[config.mk]
export PLATFORM = sky130hd
export DESIGN_NAME = clock_control
export DESIGN_NICKNAME = d
export VERILOG_FILES = /design/src/clock_control_pkg.sv /design/src/clock_control.sv
export SDC_FILE = /design/constraint.sdc
export NUM_CORES = 1
export LEC_CHECK = 0
export ABC_AREA = 1
export BUFFER_PORTS_ARGS = -buffer_cell sky130_fd_sc_hd__clkbuf_2
export CAP_MARGIN = 25
export CORE_MARGIN = 5
export CORE_UTILIZATION = 30
export CTS_CLUSTER_SIZE = 25
export DETAILED_ROUTE_END_ITERATION = 12
export PLACE_DENSITY = 0.55
export RECOVER_POWER = 100
export SLEW_MARGIN = 20
export SYNTH_ARGS = -nofsm -noshare
export SYNTH_HDL_FRONTEND = slang
export SYNTH_SLANG_ARGS = --single-unit
export TNS_END_PERCENT = 30
[constraint.sdc]
create_clock -name ref_clk_in -period 3.1 [get_ports ref_clk_in]
set_input_delay 0.155 -clock ref_clk_in [delete_from_list [all_inputs] [get_ports ref_clk_in]]
set_output_delay 0.155 -clock ref_clk_in [all_outputs]
set_load 0.05 [all_outputs]
[src/clock_control_pkg.sv]
// Contract
// - Seven-bit prescaler on primary clock, three taps
// - Six-bit counter overflow: ready, reset release, wake
// - Preset prescaler and counter to 0078 hex
// - Selected clock feeds all modules except timebase
// - Select 00 /2, 01 /4, 10 /64, 11 secondary/2
// - Reset selects primary divided by two
// - Secondary clock never stops while powered
// - STOP or cleared enable stops primary clock
// - Primary source STOP: clear counter, wait overflow
// - Secondary source STOP: resume at once, ready later
// - Cleared enable presets; re-enable readies after 8072
// - Disabled primary stays off after STOP exit
// - STOP gates clocks, clears ready, clears counter
// - STOP exits on reset or listed wake sources
// - Primary source STOP holds CPU until overflow
// - Secondary source STOP resumes without recovery delay
// - WAIT halts CPU clock only, any interrupt ends
// - Start-up delay per reset kind and state
// - Ready cleared by power-on and enable clear
package clock_control_pkg;

    // ------------------------------------------------------------
    // Counter geometry
    // ------------------------------------------------------------
    localparam int          PRESC_W      = 7;
    localparam int          STAB_W       = 6;
    localparam logic [6:0]  PRESC_PRESET = 7'h78;
    localparam logic [5:0]  STAB_PRESET  = 6'h00;
    localparam logic [6:0]  PRESC_LAST   = 7'h7F;
    localparam logic [5:0]  STAB_LAST    = 6'h3F;
    localparam int          TAP_DIV2     = 0;
    localparam int          TAP_DIV4     = 1;
    localparam int          TAP_DIV64    = 5;

    // ------------------------------------------------------------
    // Register map
    // ------------------------------------------------------------
    localparam int          ADDR_W       = 4;
    localparam logic [3:0]  OFS_CTRL     = 4'h0;
    localparam logic [3:0]  OFS_STATUS   = 4'h4;
    localparam logic [3:0]  OFS_COUNT    = 4'h8;
    localparam int          CTRL_EN_BIT  = 0;
    localparam int          CTRL_SEL_LO  = 1;
    localparam logic        EN_RESET     = 1'b1;
    localparam logic [1:0]  SEL_RESET    = 2'h0;
    localparam int          ST_READY     = 0;
    localparam int          ST_POR_DONE  = 1;
    localparam int          ST_ACT_SEL   = 2;
    localparam int          ST_MODE      = 4;
    localparam int          ST_PRI_RUN   = 6;
    localparam int          CNT_STAB     = 8;

    // ------------------------------------------------------------
    // Types
    // ------------------------------------------------------------
    typedef enum logic [1:0] {
        SEL_PRI_DIV2  = 2'b00,
        SEL_PRI_DIV4  = 2'b01,
        SEL_PRI_DIV64 = 2'b10,
        SEL_SEC_DIV2  = 2'b11
    } clk_sel_t;

    typedef enum logic [1:0] {
        MODE_RUN  = 2'b00,
        MODE_WAIT = 2'b01,
        MODE_STOP = 2'b10,
        MODE_HOLD = 2'b11
    } mode_t;

    typedef struct packed {
        logic        read;
        logic        write;
        logic [3:0]  address;
        logic [31:0] writedata;
    } avmm_req_t;

    typedef struct packed {
        logic        waitrequest;
        logic [31:0] readdata;
    } avmm_rsp_t;

    typedef struct packed {
        logic        ext_irq;
        logic        keyboard_wakeup_interrupt;
        logic        spi_slave_activity;
        logic        timebase_interrupt;
        logic        any_interrupt;
    } wake_t;

endpackage

[src/clock_control.sv]
`timescale 1ns/1ps
module clock_control
    import clock_control_pkg::*;
(
    input  wire logic      ref_clk_in,
    input  wire logic      nrst_in,
    input  wire logic      primary_crystal_clock_in,
    input  wire logic      secondary_crystal_clock_in,
    input  wire avmm_req_t avmm_in,
    output avmm_rsp_t      avmm_out,
    input  wire logic      stop_exec_in,
    input  wire logic      wait_exec_in,
    input  wire logic      ext_reset_in,
    input  wire wake_t     wake_in,
    output logic           sys_clk_out,
    output logic           cpu_clk_out,
    output logic           periph_clk_out,
    output logic           timebase_clk_out,
    output logic           timebase_tick_out,
    output logic           primary_osc_enable_out,
    output logic           power_on_reset_out,
    output logic           cpu_hold_out,
    output logic           primary_clock_ready_flag_out
);

    // ------------------------------------------------------------
    // Reset release
    // ------------------------------------------------------------
    logic [1:0] rst_pipe;
    logic       rst_n;

    always_ff @(posedge ref_clk_in or negedge nrst_in) begin
        if (!nrst_in) begin
            rst_pipe <= 2'b00;
        end else begin
            rst_pipe <= {rst_pipe[0], 1'b1};
        end
    end

    assign rst_n = rst_pipe[1];

    // ------------------------------------------------------------
    // State
    // ------------------------------------------------------------
    typedef struct packed {
        logic [2:0]  pri_sync;
        logic [2:0]  sec_sync;
        logic [6:0]  presc;
        logic [5:0]  stab;
        logic        sec_div;
        logic        ready;
        logic        por_done;
        mode_t       mode;
        logic        enable;
        clk_sel_t    sel;
        clk_sel_t    act_sel;
        logic        switching;
        logic        sys_clk;
        logic        cpu_gate;
        logic        periph_gate;
        logic        cpu_clk;
        logic        periph_clk;
        logic        tb_tick;
        logic        bus_ack;
        logic [31:0] rdata;
    } state_t;

    state_t st;
    state_t next_st;

    logic pri_edge;
    logic sec_edge;
    logic pri_run;
    logic tick128;
    logic ovf;
    logic tap;
    logic sel_ok;
    logic wake_stop;
    logic wr_ctrl;
    logic bus_req;

    always_comb begin
        next_st = st;

        // Pin synchronisers; stages two and three feed the edge detectors
        next_st.pri_sync = {st.pri_sync[1:0], primary_crystal_clock_in};
        next_st.sec_sync = {st.sec_sync[1:0], secondary_crystal_clock_in};
        pri_edge = st.pri_sync[1] & ~st.pri_sync[2];
        sec_edge = st.sec_sync[1] & ~st.sec_sync[2];

        // Secondary divider free-runs in every mode
        if (sec_edge) begin
            next_st.sec_div = ~st.sec_div;
        end

        // ------------------------------------------------------------
        // Bus slave, one wait state
        // ------------------------------------------------------------
        bus_req = avmm_in.read | avmm_in.write;
        next_st.bus_ack = bus_req & ~st.bus_ack;
        wr_ctrl = avmm_in.write & st.bus_ack & (avmm_in.address == OFS_CTRL);
        if (avmm_in.read & ~st.bus_ack) begin
            if (avmm_in.address == OFS_CTRL) begin
                next_st.rdata = {29'h0, st.sel, st.enable};
            end else if (avmm_in.address == OFS_STATUS) begin
                next_st.rdata = {25'h0, pri_run_f(st), st.mode, st.act_sel,
                                 st.por_done, st.ready};
            end else if (avmm_in.address == OFS_COUNT) begin
                next_st.rdata = {18'h0, st.stab, 1'b0, st.presc};
            end else begin
                next_st.rdata = 32'h0000_0000;
            end
        end
        if (wr_ctrl) begin
            next_st.enable = avmm_in.writedata[CTRL_EN_BIT];
            next_st.sel    = clk_sel_t'(avmm_in.writedata[CTRL_SEL_LO +: 2]);
        end

        // ------------------------------------------------------------
        // Prescaler and stabilisation counter
        // ------------------------------------------------------------
        pri_run = pri_run_f(st);
        tick128 = pri_run & pri_edge & (st.presc == PRESC_LAST);
        ovf     = tick128 & (st.stab == STAB_LAST);
        next_st.tb_tick = tick128;
        if (pri_run & pri_edge) begin
            next_st.presc = st.presc + 7'h01;
        end
        if (tick128) begin
            next_st.stab = st.stab + 6'h01;
        end
        if (ovf) begin
            next_st.ready    = 1'b1;
            next_st.por_done = 1'b1;
        end

        // ------------------------------------------------------------
        // Low-power modes
        // ------------------------------------------------------------
        wake_stop = wake_in.ext_irq | wake_in.keyboard_wakeup_interrupt
                  | wake_in.spi_slave_activity | wake_in.timebase_interrupt;
        case (st.mode)
            MODE_RUN: begin
                if (stop_exec_in) begin
                    next_st.mode  = MODE_STOP;
                    next_st.stab  = STAB_PRESET;
                    next_st.ready = 1'b0;
                end else if (wait_exec_in) begin
                    next_st.mode = MODE_WAIT;
                end
            end
            MODE_WAIT: begin
                if (wake_in.any_interrupt | wake_stop) begin
                    next_st.mode = MODE_RUN;
                end
            end
            MODE_STOP: begin
                if (wake_stop) begin
                    if (st.act_sel == SEL_SEC_DIV2) begin
                        next_st.mode = MODE_RUN;
                    end else begin
                        next_st.mode = MODE_HOLD;
                    end
                end
            end
            MODE_HOLD: begin
                if (ovf) begin
                    next_st.mode = MODE_RUN;
                end
            end
            default: begin
                next_st.mode = MODE_RUN;
            end
        endcase

        // External reset: delay unless in RUN or WAIT with primary enabled
        if (ext_reset_in) begin
            next_st.sel    = SEL_PRI_DIV2;
            next_st.enable = 1'b1;
            if ((st.mode == MODE_RUN || st.mode == MODE_WAIT) && st.enable) begin
                next_st.mode = MODE_RUN;
            end else begin
                next_st.mode = MODE_HOLD;
            end
        end

        // Cleared enable presets both counters and drops ready
        if (!next_st.enable) begin
            next_st.presc = PRESC_PRESET;
            next_st.stab  = STAB_PRESET;
            next_st.ready = 1'b0;
        end

        // ------------------------------------------------------------
        // Source switching
        // ------------------------------------------------------------
        tap     = tap_f(st.act_sel, st.presc, st.sec_div);
        sel_ok  = (st.sel == SEL_SEC_DIV2) | st.ready;
        if (st.switching) begin
            if (!tap) begin
                next_st.switching = 1'b0;
            end
        end else if (st.sel != st.act_sel && sel_ok && !tap && !st.sys_clk) begin
            next_st.act_sel   = st.sel;
            next_st.switching = 1'b1;
        end
        next_st.sys_clk = tap & ~st.switching;

        // Gates change only while the clock is low
        if (!st.sys_clk) begin
            next_st.cpu_gate    = (st.mode == MODE_RUN);
            next_st.periph_gate = (st.mode == MODE_RUN)
                                | (st.mode == MODE_WAIT);
        end
        next_st.cpu_clk    = st.sys_clk & st.cpu_gate & st.por_done;
        next_st.periph_clk = st.sys_clk & st.periph_gate & st.por_done;
    end

    // ------------------------------------------------------------
    // Helpers
    // ------------------------------------------------------------
    function automatic logic pri_run_f(input state_t s);
        pri_run_f = s.enable & (s.mode != MODE_STOP);
    endfunction

    function automatic logic tap_f(input clk_sel_t s, input logic [6:0] p,
                                   input logic d);
        case (s)
            SEL_PRI_DIV2:  tap_f = p[TAP_DIV2];
            SEL_PRI_DIV4:  tap_f = p[TAP_DIV4];
            SEL_PRI_DIV64: tap_f = p[TAP_DIV64];
            default:       tap_f = d;
        endcase
    endfunction

    // ------------------------------------------------------------
    // Registers
    // ------------------------------------------------------------
    always_ff @(posedge ref_clk_in or negedge rst_n) begin
        if (!rst_n) begin
            st          <= '0;
            st.presc    <= PRESC_PRESET;
            st.stab     <= STAB_PRESET;
            st.ready    <= 1'b0;
            st.por_done <= 1'b0;
            st.mode     <= MODE_HOLD;
            st.enable   <= EN_RESET;
            st.sel      <= clk_sel_t'(SEL_RESET);
            st.act_sel  <= clk_sel_t'(SEL_RESET);
        end else begin
            st <= next_st;
        end
    end

    // ------------------------------------------------------------
    // Outputs
    // ------------------------------------------------------------
    assign avmm_out.waitrequest      = (avmm_in.read | avmm_in.write) & ~st.bus_ack;
    assign avmm_out.readdata         = st.rdata;
    assign sys_clk_out               = st.sys_clk;
    assign cpu_clk_out               = st.cpu_clk;
    assign periph_clk_out            = st.periph_clk;
    assign timebase_clk_out          = st.sec_div;
    assign timebase_tick_out         = st.tb_tick;
    assign primary_osc_enable_out    = pri_run_f(st);
    assign power_on_reset_out        = ~st.por_done;
    assign cpu_hold_out              = (st.mode == MODE_HOLD) | (st.mode == MODE_STOP);
    assign primary_clock_ready_flag_out = st.ready;

endmodule

==> out/metrics.cfg, run 1 <==
[yosys]
synthArstFlopShare = 1.00
ys_types = 31
synth-seq-cells = 52
synthCells = 317
post-synth-top-area-cell = sky130_fd_sc_hd__dfrtp_1
avgSynthCellArea_sq_um = 8.45
yosysWarnings = 0
synth_common_cells = sky130_fd_sc_hd__nand2_1, sky130_fd_sc_hd__dfrtp_1, sky130_fd_sc_hd__buf_4
synth_area_leaders = sky130_fd_sc_hd__dfrtp_1, sky130_fd_sc_hd__nand2_1, sky130_fd_sc_hd__buf_4
netlist.area_leader.share = 0.420
register_area_share_after_synthesis = 0.489
synth.cell_area_sq_mm = 0.00268
synth.most_common_cell = sky130_fd_sc_hd__nand2_1
ys.flop_type = sky130_fd_sc_hd__dfrtp_1
synth-edff-count = 0

[min_path]
min_path_type = in -> reg
worst_hold_stages = 3

[global_routing]
grt_pass1_wl_microns = 9340
grt_pass1_vias = 1980
number_of_antenna_violations_at_the_first_check_in_global_routing = 0
grt_use_total = 0.104
grt_start_max_net_pins = 41
overflow = 0

[placement]
place_congestion = 0.843
post-dp-hpwl_microns = 4390
pre_cts_ws_ns = 1.57
number_of_port_buffers = 43

[worst_setup_path]
r2r_setup_slack_ns = 1.0
path_class = reg -> reg
worst_ep_required_time_ns = 3.30
crit_slowest_cell = sky130_fd_sc_hd__dfstp_1
crit_path_cell_trace = inv_1 -> nand2_1 -> nand2_4 -> nor2_1 -> nand2_1 -> clkinvlp_2 -> nand2_2 -> xor2_1 -> nor2_2
path_max_fanout = 6
worst_path_most_repeated_cell = sky130_fd_sc_hd__nand2_1
critPathArrivalTime_ns = 2.30
worst_r2r_path_cells = 9
critical_path.max_stage_delay_ns = 0.59
cp-start-kind = flop
crit_path_end_kind = flop

[final_layout]
drive_gt1_frac = 0.112
insertedDiodeCount = 0
fillerInstances = 918
final_net_count = 407
layout.core_utilization = 0.330
area.growth.synth_to_final_pct = 7.57

[power]
comb_power_share = 0.315
total_switching_power_uw = 796
power.share.sequential = 0.477
power_per_cell_area_mw_per_mm2 = 672
intPower_mw = 1.14
peakVddDrop_mv = 0.181
switching_share = 0.411
leakage_nw = 1.40
report.power.total_mw = 1.94
clock_power_share = 0.208

[drt]
remaining_drc_errors = 0
finalWirelength_microns = 5600
route.detailed.vias_per_inst = 4.37
detailroute.via_count = 2026
post_drt_wl_per_cell_microns = 12.1
first_iter_violations = 122
detailed_router_iteration_count_before_antenna_repair = 4
antenna_left = 0

[sta]
hold_violations = 0
timing_worst_slew_pin_value_ns = 1.61
period_share = 0.678
finalSetupViolations = 0
maxClockFrequency_mhz = 476
slew_headroom = -0.0759
final-max-slew-violation-count = 41
setup_tns_ns = 0
timing.final.crit_period_ns = 2.10
final_critical_path_setup_slack_ns = 0.999
clock_skew_ns = 0.00436
rsz_0062_raised_after_global_routing = false

[job]
maxCapViolations = 1

[floorplanning]
dieHeight_microns = 104
die_area_sq_mm = 0.0109
core_footprint_sq_mm = 0.00872
top_level_ports = 92
initial_utilization = 0.307
die_width_microns = 104
rows = 34

[outcome]
violations = capacitance limit, slew limit
result_of_the_run = finished with violations

[clock_tree]
cts-root-buf = sky130_fd_sc_hd__clkbuf_8
clk-insertion-delay-late_ns = 0.31
post-cts-setup-buffers = 0
clock_buffers_created_by_tritoncts = 5
clock_sinks = 52
h-tree-depth = 2
cts_tree = done
clkSlewWorstSetupHoldPaths_ns = 0.09
clk_path_buf_depth = 2

power groups by stage:
| stage | Clock, mW | Sequential (mW) | Combinational (mW) |
|---|---|---|---|
| global route | 0.443 | 0.946 | 0.680 |
| floorplan | 0 | 1.01 | 0.462 |
| finish | 0.403 | 0.923 | 0.611 |
| detailed placement | 0 | 0.947 | 0.652 |
| CTS | 0.420 | 0.935 | 0.657 |
| global placement | 0 | 0.948 | 0.645 |
flip-flops by register name (all words and copies together) (netlist names):
register,count
cpu_clk_out,1
primary_clock_ready_flag_out,1
timebase_tick_out,1
next_st,4
avmm_out,13
rst_pipe,2
st,27
timebase_clk_out,1
periph_clk_out,1
sys_clk_out,1
area by class of cell:
type	instances	area, sq um	share of cell area
sequential	52	1310	0.455
clock buffer	7	86.3	0.0300
clock inverter	1	7.51	0.00261
timing repair buffer	49	226	0.0786
tap	108	135	0.0469
inverter	31	118	0.0408
multi-input combinational	216	998	0.347
placed cells by master (no fill, tap or decap), types with 2 or more instances in the layout:
cell type                       synthesis  layout
sky130_fd_sc_hd__clkbuf_1               3      28
sky130_fd_sc_hd__nor2_2                 5       4
sky130_fd_sc_hd__inv_1                 28      29
sky130_fd_sc_hd__nand3_1               17      19
sky130_fd_sc_hd__nand2_2                3       3
sky130_fd_sc_hd__xnor2_1                2       2
sky130_fd_sc_hd__o21ai_0               25      29
sky130_fd_sc_hd__nand2_1               78      80
sky130_fd_sc_hd__dfstp_1                0       3
sky130_fd_sc_hd__nor2_1                29      32
sky130_fd_sc_hd__xor2_1                 7       7
sky130_fd_sc_hd__clkbuf_2               0      19
sky130_fd_sc_hd__dfstp_2                7       4
sky130_fd_sc_hd__a21oi_1                2       2
sky130_fd_sc_hd__conb_1                 2      20
sky130_fd_sc_hd__ha_1                   2       2
sky130_fd_sc_hd__clkbuf_8               0       6
sky130_fd_sc_hd__dfrtp_1               45      45
sky130_fd_sc_hd__nand4_1                5       6
sky130_fd_sc_hd__dlygate4sd3_1          0       3
sky130_fd_sc_hd__o22ai_1                3       3
path summary, 6_finish.rpt:
path | start | end
min in group asynchronous | nrst_in | rst_pipe[0]
hold reg to reg | next_st[67] | next_st[68]
max in group asynchronous | rst_pipe[1] | st[47]
hold / removal | avmm_in[1] | st[42]
setup / recovery | st[45] | st[52]
setup reg to reg | st[45] | st[52]
critical path, delay by kind of cell (launching register included):
| family | cells | cell delay (ns) |
|---|---|---|
| xor gates and xnor gates | 1 | 0.16 |
| buffers and inverters | 2 | 0.35 |
| DFF | 1 | 0.59 |
| and+or+nand+nor | 6 | 0.89 |
cell families after synthesis:
kind of cell,share of synthesized area
buffers and inverters,0.142
other,0.00280
AND/OR/NAND/NOR,0.253
XOR/XNOR,0.0294
AO/OA/AOI/OAI,0.0747
adder cells (fa/ha/maj),0.00934
flip-flops,0.489
what timing repair did:
| item | 4_1_cts | 5_1_grt |
|---|---|---|
| gates resized for setup | 0 | 0 |
| setup endpoints to repair | 0 | 0 |
| endpoints found under the hold margin | 4 | 0 |
| hold buffers | 3 | 0 |
metal layers:
metal | up-vias | GRT usage | part of all wire
met3 | 9 | 0.0199 | 0.046
met2 | 42 | 0.171 | 0.46
met5 | - | 0 | 0
li1 | 1024 | - | -
met4 | 0 | 0.0472 | 0.026
met1 | 951 | 0.132 | 0.46
stage by stage:
step                      hold WS [ns]  std cells  cell area, sq um
after floorplan                 -0.141        335              2750
after global placement         -0.0591        453              2860
after detailed placement       -0.0585        453              2860
after CTS                        0.102        464              2990
after global routing             0.114        464              2880
final                            0.104        464              2880
(Power assumes the default switching activity.)
==> run 2: changes to the inputs <==
ABC_AREA = 0   (was 1)
PLACE_DENSITY = 0.56   (was 0.55)
clock period = 1.95 ns   (was 3.1 ns; I/O delays follow)
==> run 2 against run 1 <==
The run now ends clean; via count shrank 7.4%; register-to-register slack lost 0.94 ns; critical path depth decreased by 4; worst hold slack worse by 0.088 ns; combinational power up 59%; largest power group unchanged; highest routed layer unchanged.
==> out/metrics.cfg, run 2 <==
[clock_tree]
post-cts-setup-buffers = 0  ; unchanged
clk_path_buf_depth = 2  ; unchanged
clock_sinks = 52  ; unchanged
h-tree-depth = 2  ; unchanged
cts-root-buf = sky130_fd_sc_hd__clkbuf_8  ; unchanged
clock_buffers_created_by_tritoncts = 5  ; unchanged
cts_tree = done  ; unchanged
clkSlewWorstSetupHoldPaths_ns = 0.09  ; about the same
clk-insertion-delay-late_ns = 0.30  ; was 0.31 ns

[sta]
maxClockFrequency_mhz = 530  ; was 476 MHz
slew_headroom = 0.361  ; was -0.0759
hold_violations = 0  ; unchanged
final_critical_path_setup_slack_ns = 0.0615  ; was 0.999 ns
timing.final.crit_period_ns = 1.89  ; was 2.10 ns
finalSetupViolations = 0  ; unchanged
final-max-slew-violation-count = 0  ; was 41
clock_skew_ns = 0.00881  ; was 0.00436 ns
rsz_0062_raised_after_global_routing = true  ; was false
fin_worst_hold_slack_ns = 0.0158  ; was 0.104 ns
setup_tns_ns = 0  ; unchanged
period_share = 0.968  ; was 0.678
timing_worst_slew_pin_value_ns = 0.959  ; was 1.61 ns

[floorplanning]
top_level_ports = 92  ; unchanged
initial_utilization = 0.303  ; was 0.307
die_width_microns = 103  ; was 104 microns
dieHeight_microns = 103  ; was 104 microns
core_footprint_sq_mm = 0.00859  ; was 0.00872 sq mm
rows = 34  ; unchanged
die_area_sq_mm = 0.0106  ; was 0.0109 sq mm

[drt]
detailed_router_iteration_count_before_antenna_repair = 4  ; unchanged
first_iter_violations = 87  ; was 122
detailroute.via_count = 1876  ; was 2026
remaining_drc_errors = 0  ; unchanged
finalWirelength_microns = 5480  ; was 5600 microns
antenna_left = 0  ; unchanged
post_drt_wl_per_cell_microns = 13.7  ; was 12.1 microns
route.detailed.vias_per_inst = 4.68  ; was 4.37

[global_routing]
grt_pass1_vias = 1783  ; was 1980
overflow = 0  ; unchanged
grt_start_max_net_pins = 28  ; was 41
grt_pass1_wl_microns = 8690  ; was 9340 microns
grt_use_total = 0.103  ; was 0.104
number_of_antenna_violations_at_the_first_check_in_global_routing = 0  ; unchanged

[outcome]
result_of_the_run = complete, no violations  ; was finished with violations

[placement]
dpl.cell_count = 391  ; was 453
pre_cts_ws_ns = 0.0586  ; was 1.57 ns
number_of_port_buffers = 43  ; unchanged
post-dp-hpwl_microns = 4190  ; was 4390 microns
place_congestion = 0.775  ; was 0.843
detailed_place.area_sq_mm = 0.00283  ; was 0.00286 sq mm

[final_layout]
most_used_cells_in_the_layout_excluding_fill_and_tap_cells = sky130_fd_sc_hd__dfrtp_1, sky130_fd_sc_hd__clkbuf_1, sky130_fd_sc_hd__nand2_1  ; was sky130_fd_sc_hd__nand2_1, sky130_fd_sc_hd__dfrtp_1, sky130_fd_sc_hd__nor2_1
insertedDiodeCount = 0  ; unchanged
post-route-cell-area_sq_mm = 0.00295  ; was 0.00288 sq mm
area.growth.synth_to_final_pct = 13.1  ; was 7.57%
final_net_count = 345  ; was 407
layout.cells.most_common = sky130_fd_sc_hd__dfrtp_1  ; was sky130_fd_sc_hd__nand2_1
top_register = st  ; unchanged
largest_reg_flops = 27  ; unchanged
drive_gt1_frac = 0.198  ; was 0.112
fillerInstances = 893  ; was 918
fin_cells = 401  ; was 464
ff_latch_area_sq_mm = 0.00131  ; about the same
multi_input_area_sq_mm = 0.00106  ; was 998 sq um

[worst_setup_path]
critPathArrivalTime_ns = 2.12  ; was 2.30 ns
critical_path.max_stage_delay_ns = 0.53  ; was 0.59 ns
crit_family = simple AND/OR/NAND/NOR gates  ; unchanged
path_max_fanout = 5  ; was 6
crit_slowest_cell = sky130_fd_sc_hd__or4_1  ; was sky130_fd_sc_hd__dfstp_1
path_class = reg -> reg  ; unchanged
worstReg2RegStart = st[57]  ; was st[45]
cp-start-kind = flop  ; unchanged
timing.critical_path.from = st[57]  ; was st[45]
crit_buf_inv = 0  ; was 2
crit_path_end_kind = flop  ; unchanged
worst_ep_required_time_ns = 2.19  ; was 3.30 ns
crit_path_cell_trace = ha_2 -> nand4_1 -> or3_4 -> or4_1 -> a21oi_2  ; was inv_1 -> nand2_1 -> nand2_4 -> nor2_1 -> nand2_1 -> clkinvlp_2 -> nand2_2 -> xor2_1 -> nor2_2

[yosys]
synth.cell_area_sq_mm = 0.00260  ; was 0.00268 sq mm
ys_types = 47  ; was 31
synth-seq-cells = 52  ; unchanged
synth-edff-count = 0  ; unchanged
yosysWarnings = 0  ; unchanged
netlist.area_leader.share = 0.432  ; was 0.420
synth_area_leaders = sky130_fd_sc_hd__dfrtp_1, sky130_fd_sc_hd__buf_4, sky130_fd_sc_hd__dfstp_2  ; was sky130_fd_sc_hd__dfrtp_1, sky130_fd_sc_hd__nand2_1, sky130_fd_sc_hd__buf_4
synth_common_cells = sky130_fd_sc_hd__dfrtp_1, sky130_fd_sc_hd__buf_4, sky130_fd_sc_hd__nand2_1  ; was sky130_fd_sc_hd__nand2_1, sky130_fd_sc_hd__dfrtp_1, sky130_fd_sc_hd__buf_4
synthCells = 253  ; was 317
avgSynthCellArea_sq_um = 10.3  ; was 8.45 sq um
register_area_share_after_synthesis = 0.503  ; was 0.489
synthArstFlopShare = 1.00  ; unchanged
post-synth-top-area-cell = sky130_fd_sc_hd__dfrtp_1  ; unchanged
synth.most_common_cell = sky130_fd_sc_hd__dfrtp_1  ; was sky130_fd_sc_hd__nand2_1
ys.flop_type = sky130_fd_sc_hd__dfrtp_1  ; unchanged

[min_path]
hp-start = avmm_in[2]  ; was avmm_in[1]
min_path_type = in -> reg  ; unchanged

[power]
leakage_nw = 1.29  ; was 1.40 nW
comb_power_share = 0.289  ; was 0.315
switching_share = 0.364  ; was 0.411
power_per_cell_area_mw_per_mm2 = 1140  ; was 672 mW/mm^2
power.share.sequential = 0.459  ; was 0.477
intPower_mw = 2.13  ; was 1.14 mW
total_switching_power_mw = 1.22  ; was 796 uW
peakVddDrop_mv = 0.352  ; was 0.181 mV
clock_power_share = 0.252  ; was 0.208

[job]
maxCapViolations = 0  ; was 1

[run 2: cell types whose count changed in the layout (fill, tap and decap cells not counted), moves of 6 or more]
| cell | change |
|---|---|
| sky130_fd_sc_hd__a22o_1 | +7 |
| sky130_fd_sc_hd__buf_4 | +9 |
| sky130_fd_sc_hd__a21oi_1 | +8 |
| sky130_fd_sc_hd__nor2b_1 | +6 |
| sky130_fd_sc_hd__nand3_1 | -13 |
| sky130_fd_sc_hd__nand2_1 | -58 |
| sky130_fd_sc_hd__o21ai_0 | -18 |
| sky130_fd_sc_hd__nor2_1 | -14 |
| sky130_fd_sc_hd__xnor2_1 | +7 |
| sky130_fd_sc_hd__inv_1 | -26 |
[run 2: logic make-up after synthesis]
group | count (synthesis) | share of synthesized area
xor gates and xnor gates | 11 | 0.0370
AOI/OAI and AO/OA | 46 | 0.116
other | 2 | 0.00288
and+or+nand+nor | 86 | 0.174
buffers and inverters | 46 | 0.120
DFF | 52 | 0.503
adders and majority gates | 2 | 0.00960
muxes | 8 | 0.0370
[run 2: area by class of cell]
| class | count | share of cell area |
|---|---|---|
| inverter | 3 | 0.00382 |
| multi-input combinational | 173 | 0.360 |
| sequential | 52 | 0.446 |
| timing repair buffer | 58 | 0.101 |
| clock buffer | 5 | 0.0234 |
| tap | 108 | 0.0459 |
| clock inverter | 2 | 0.0204 |
[run 2: final timing paths]
kind / to / depth (start not counted) / slack [ns]
max: st[55] / 5 / 0.06
max reg2reg: st[55] / 5 / 0.06
min: st[43] / 3 / 0.02
min reg2reg: next_st[68] / 0 / 0.36
min in group asynchronous: rst_pipe[0] / 2 / 0.11
max in group asynchronous: st[56] / 1 / 0.34
[run 2: tightest hold or removal path, delay by kind of cell]
kind / cells / cell delay, ns
compound gates: 1 / 0.05
buf+inv: 1 / 0.08
simple gates: 1 / 0.05
[run 2: metrics by stage]
step | power [mW] | utilization
after global routing | 3.55 | 0.343
after CTS | 3.41 | 0.347
after detailed placement | 2.53 | 0.329
after global placement | 2.52 | 0.329
final | 3.35 | 0.343
after floorplan | 2.31 | -
[run 2: repair_timing]
action,4_1_cts,5_1_grt
setup endpoints to repair,0,3
endpoints found under the hold margin,4,0
resized for setup,0,4
hold buffers,3,0
[run 2: metal layers]
metal | share of wire | vias to the layer above | track usage
li1 | - | 915 | -
met1 | 0.46 | 892 | 0.139
met2 | 0.45 | 56 | 0.157
met3 | 0.055 | 13 | 0.0188
met4 | 0.038 | 0 | 0.0548
met5 | 0 | - | 0
[run 2: power by group through the flow]
stage | logic [mW] | registers (mW) | clock network (mW)
final | 0.969 | 1.54 | 0.845
after global routing | 1.07 | 1.57 | 0.908
after CTS | 0.984 | 1.53 | 0.886
after detailed placement | 0.975 | 1.55 | 0
after global placement | 0.968 | 1.55 | 0
after floorplan | 0.697 | 1.61 | 0
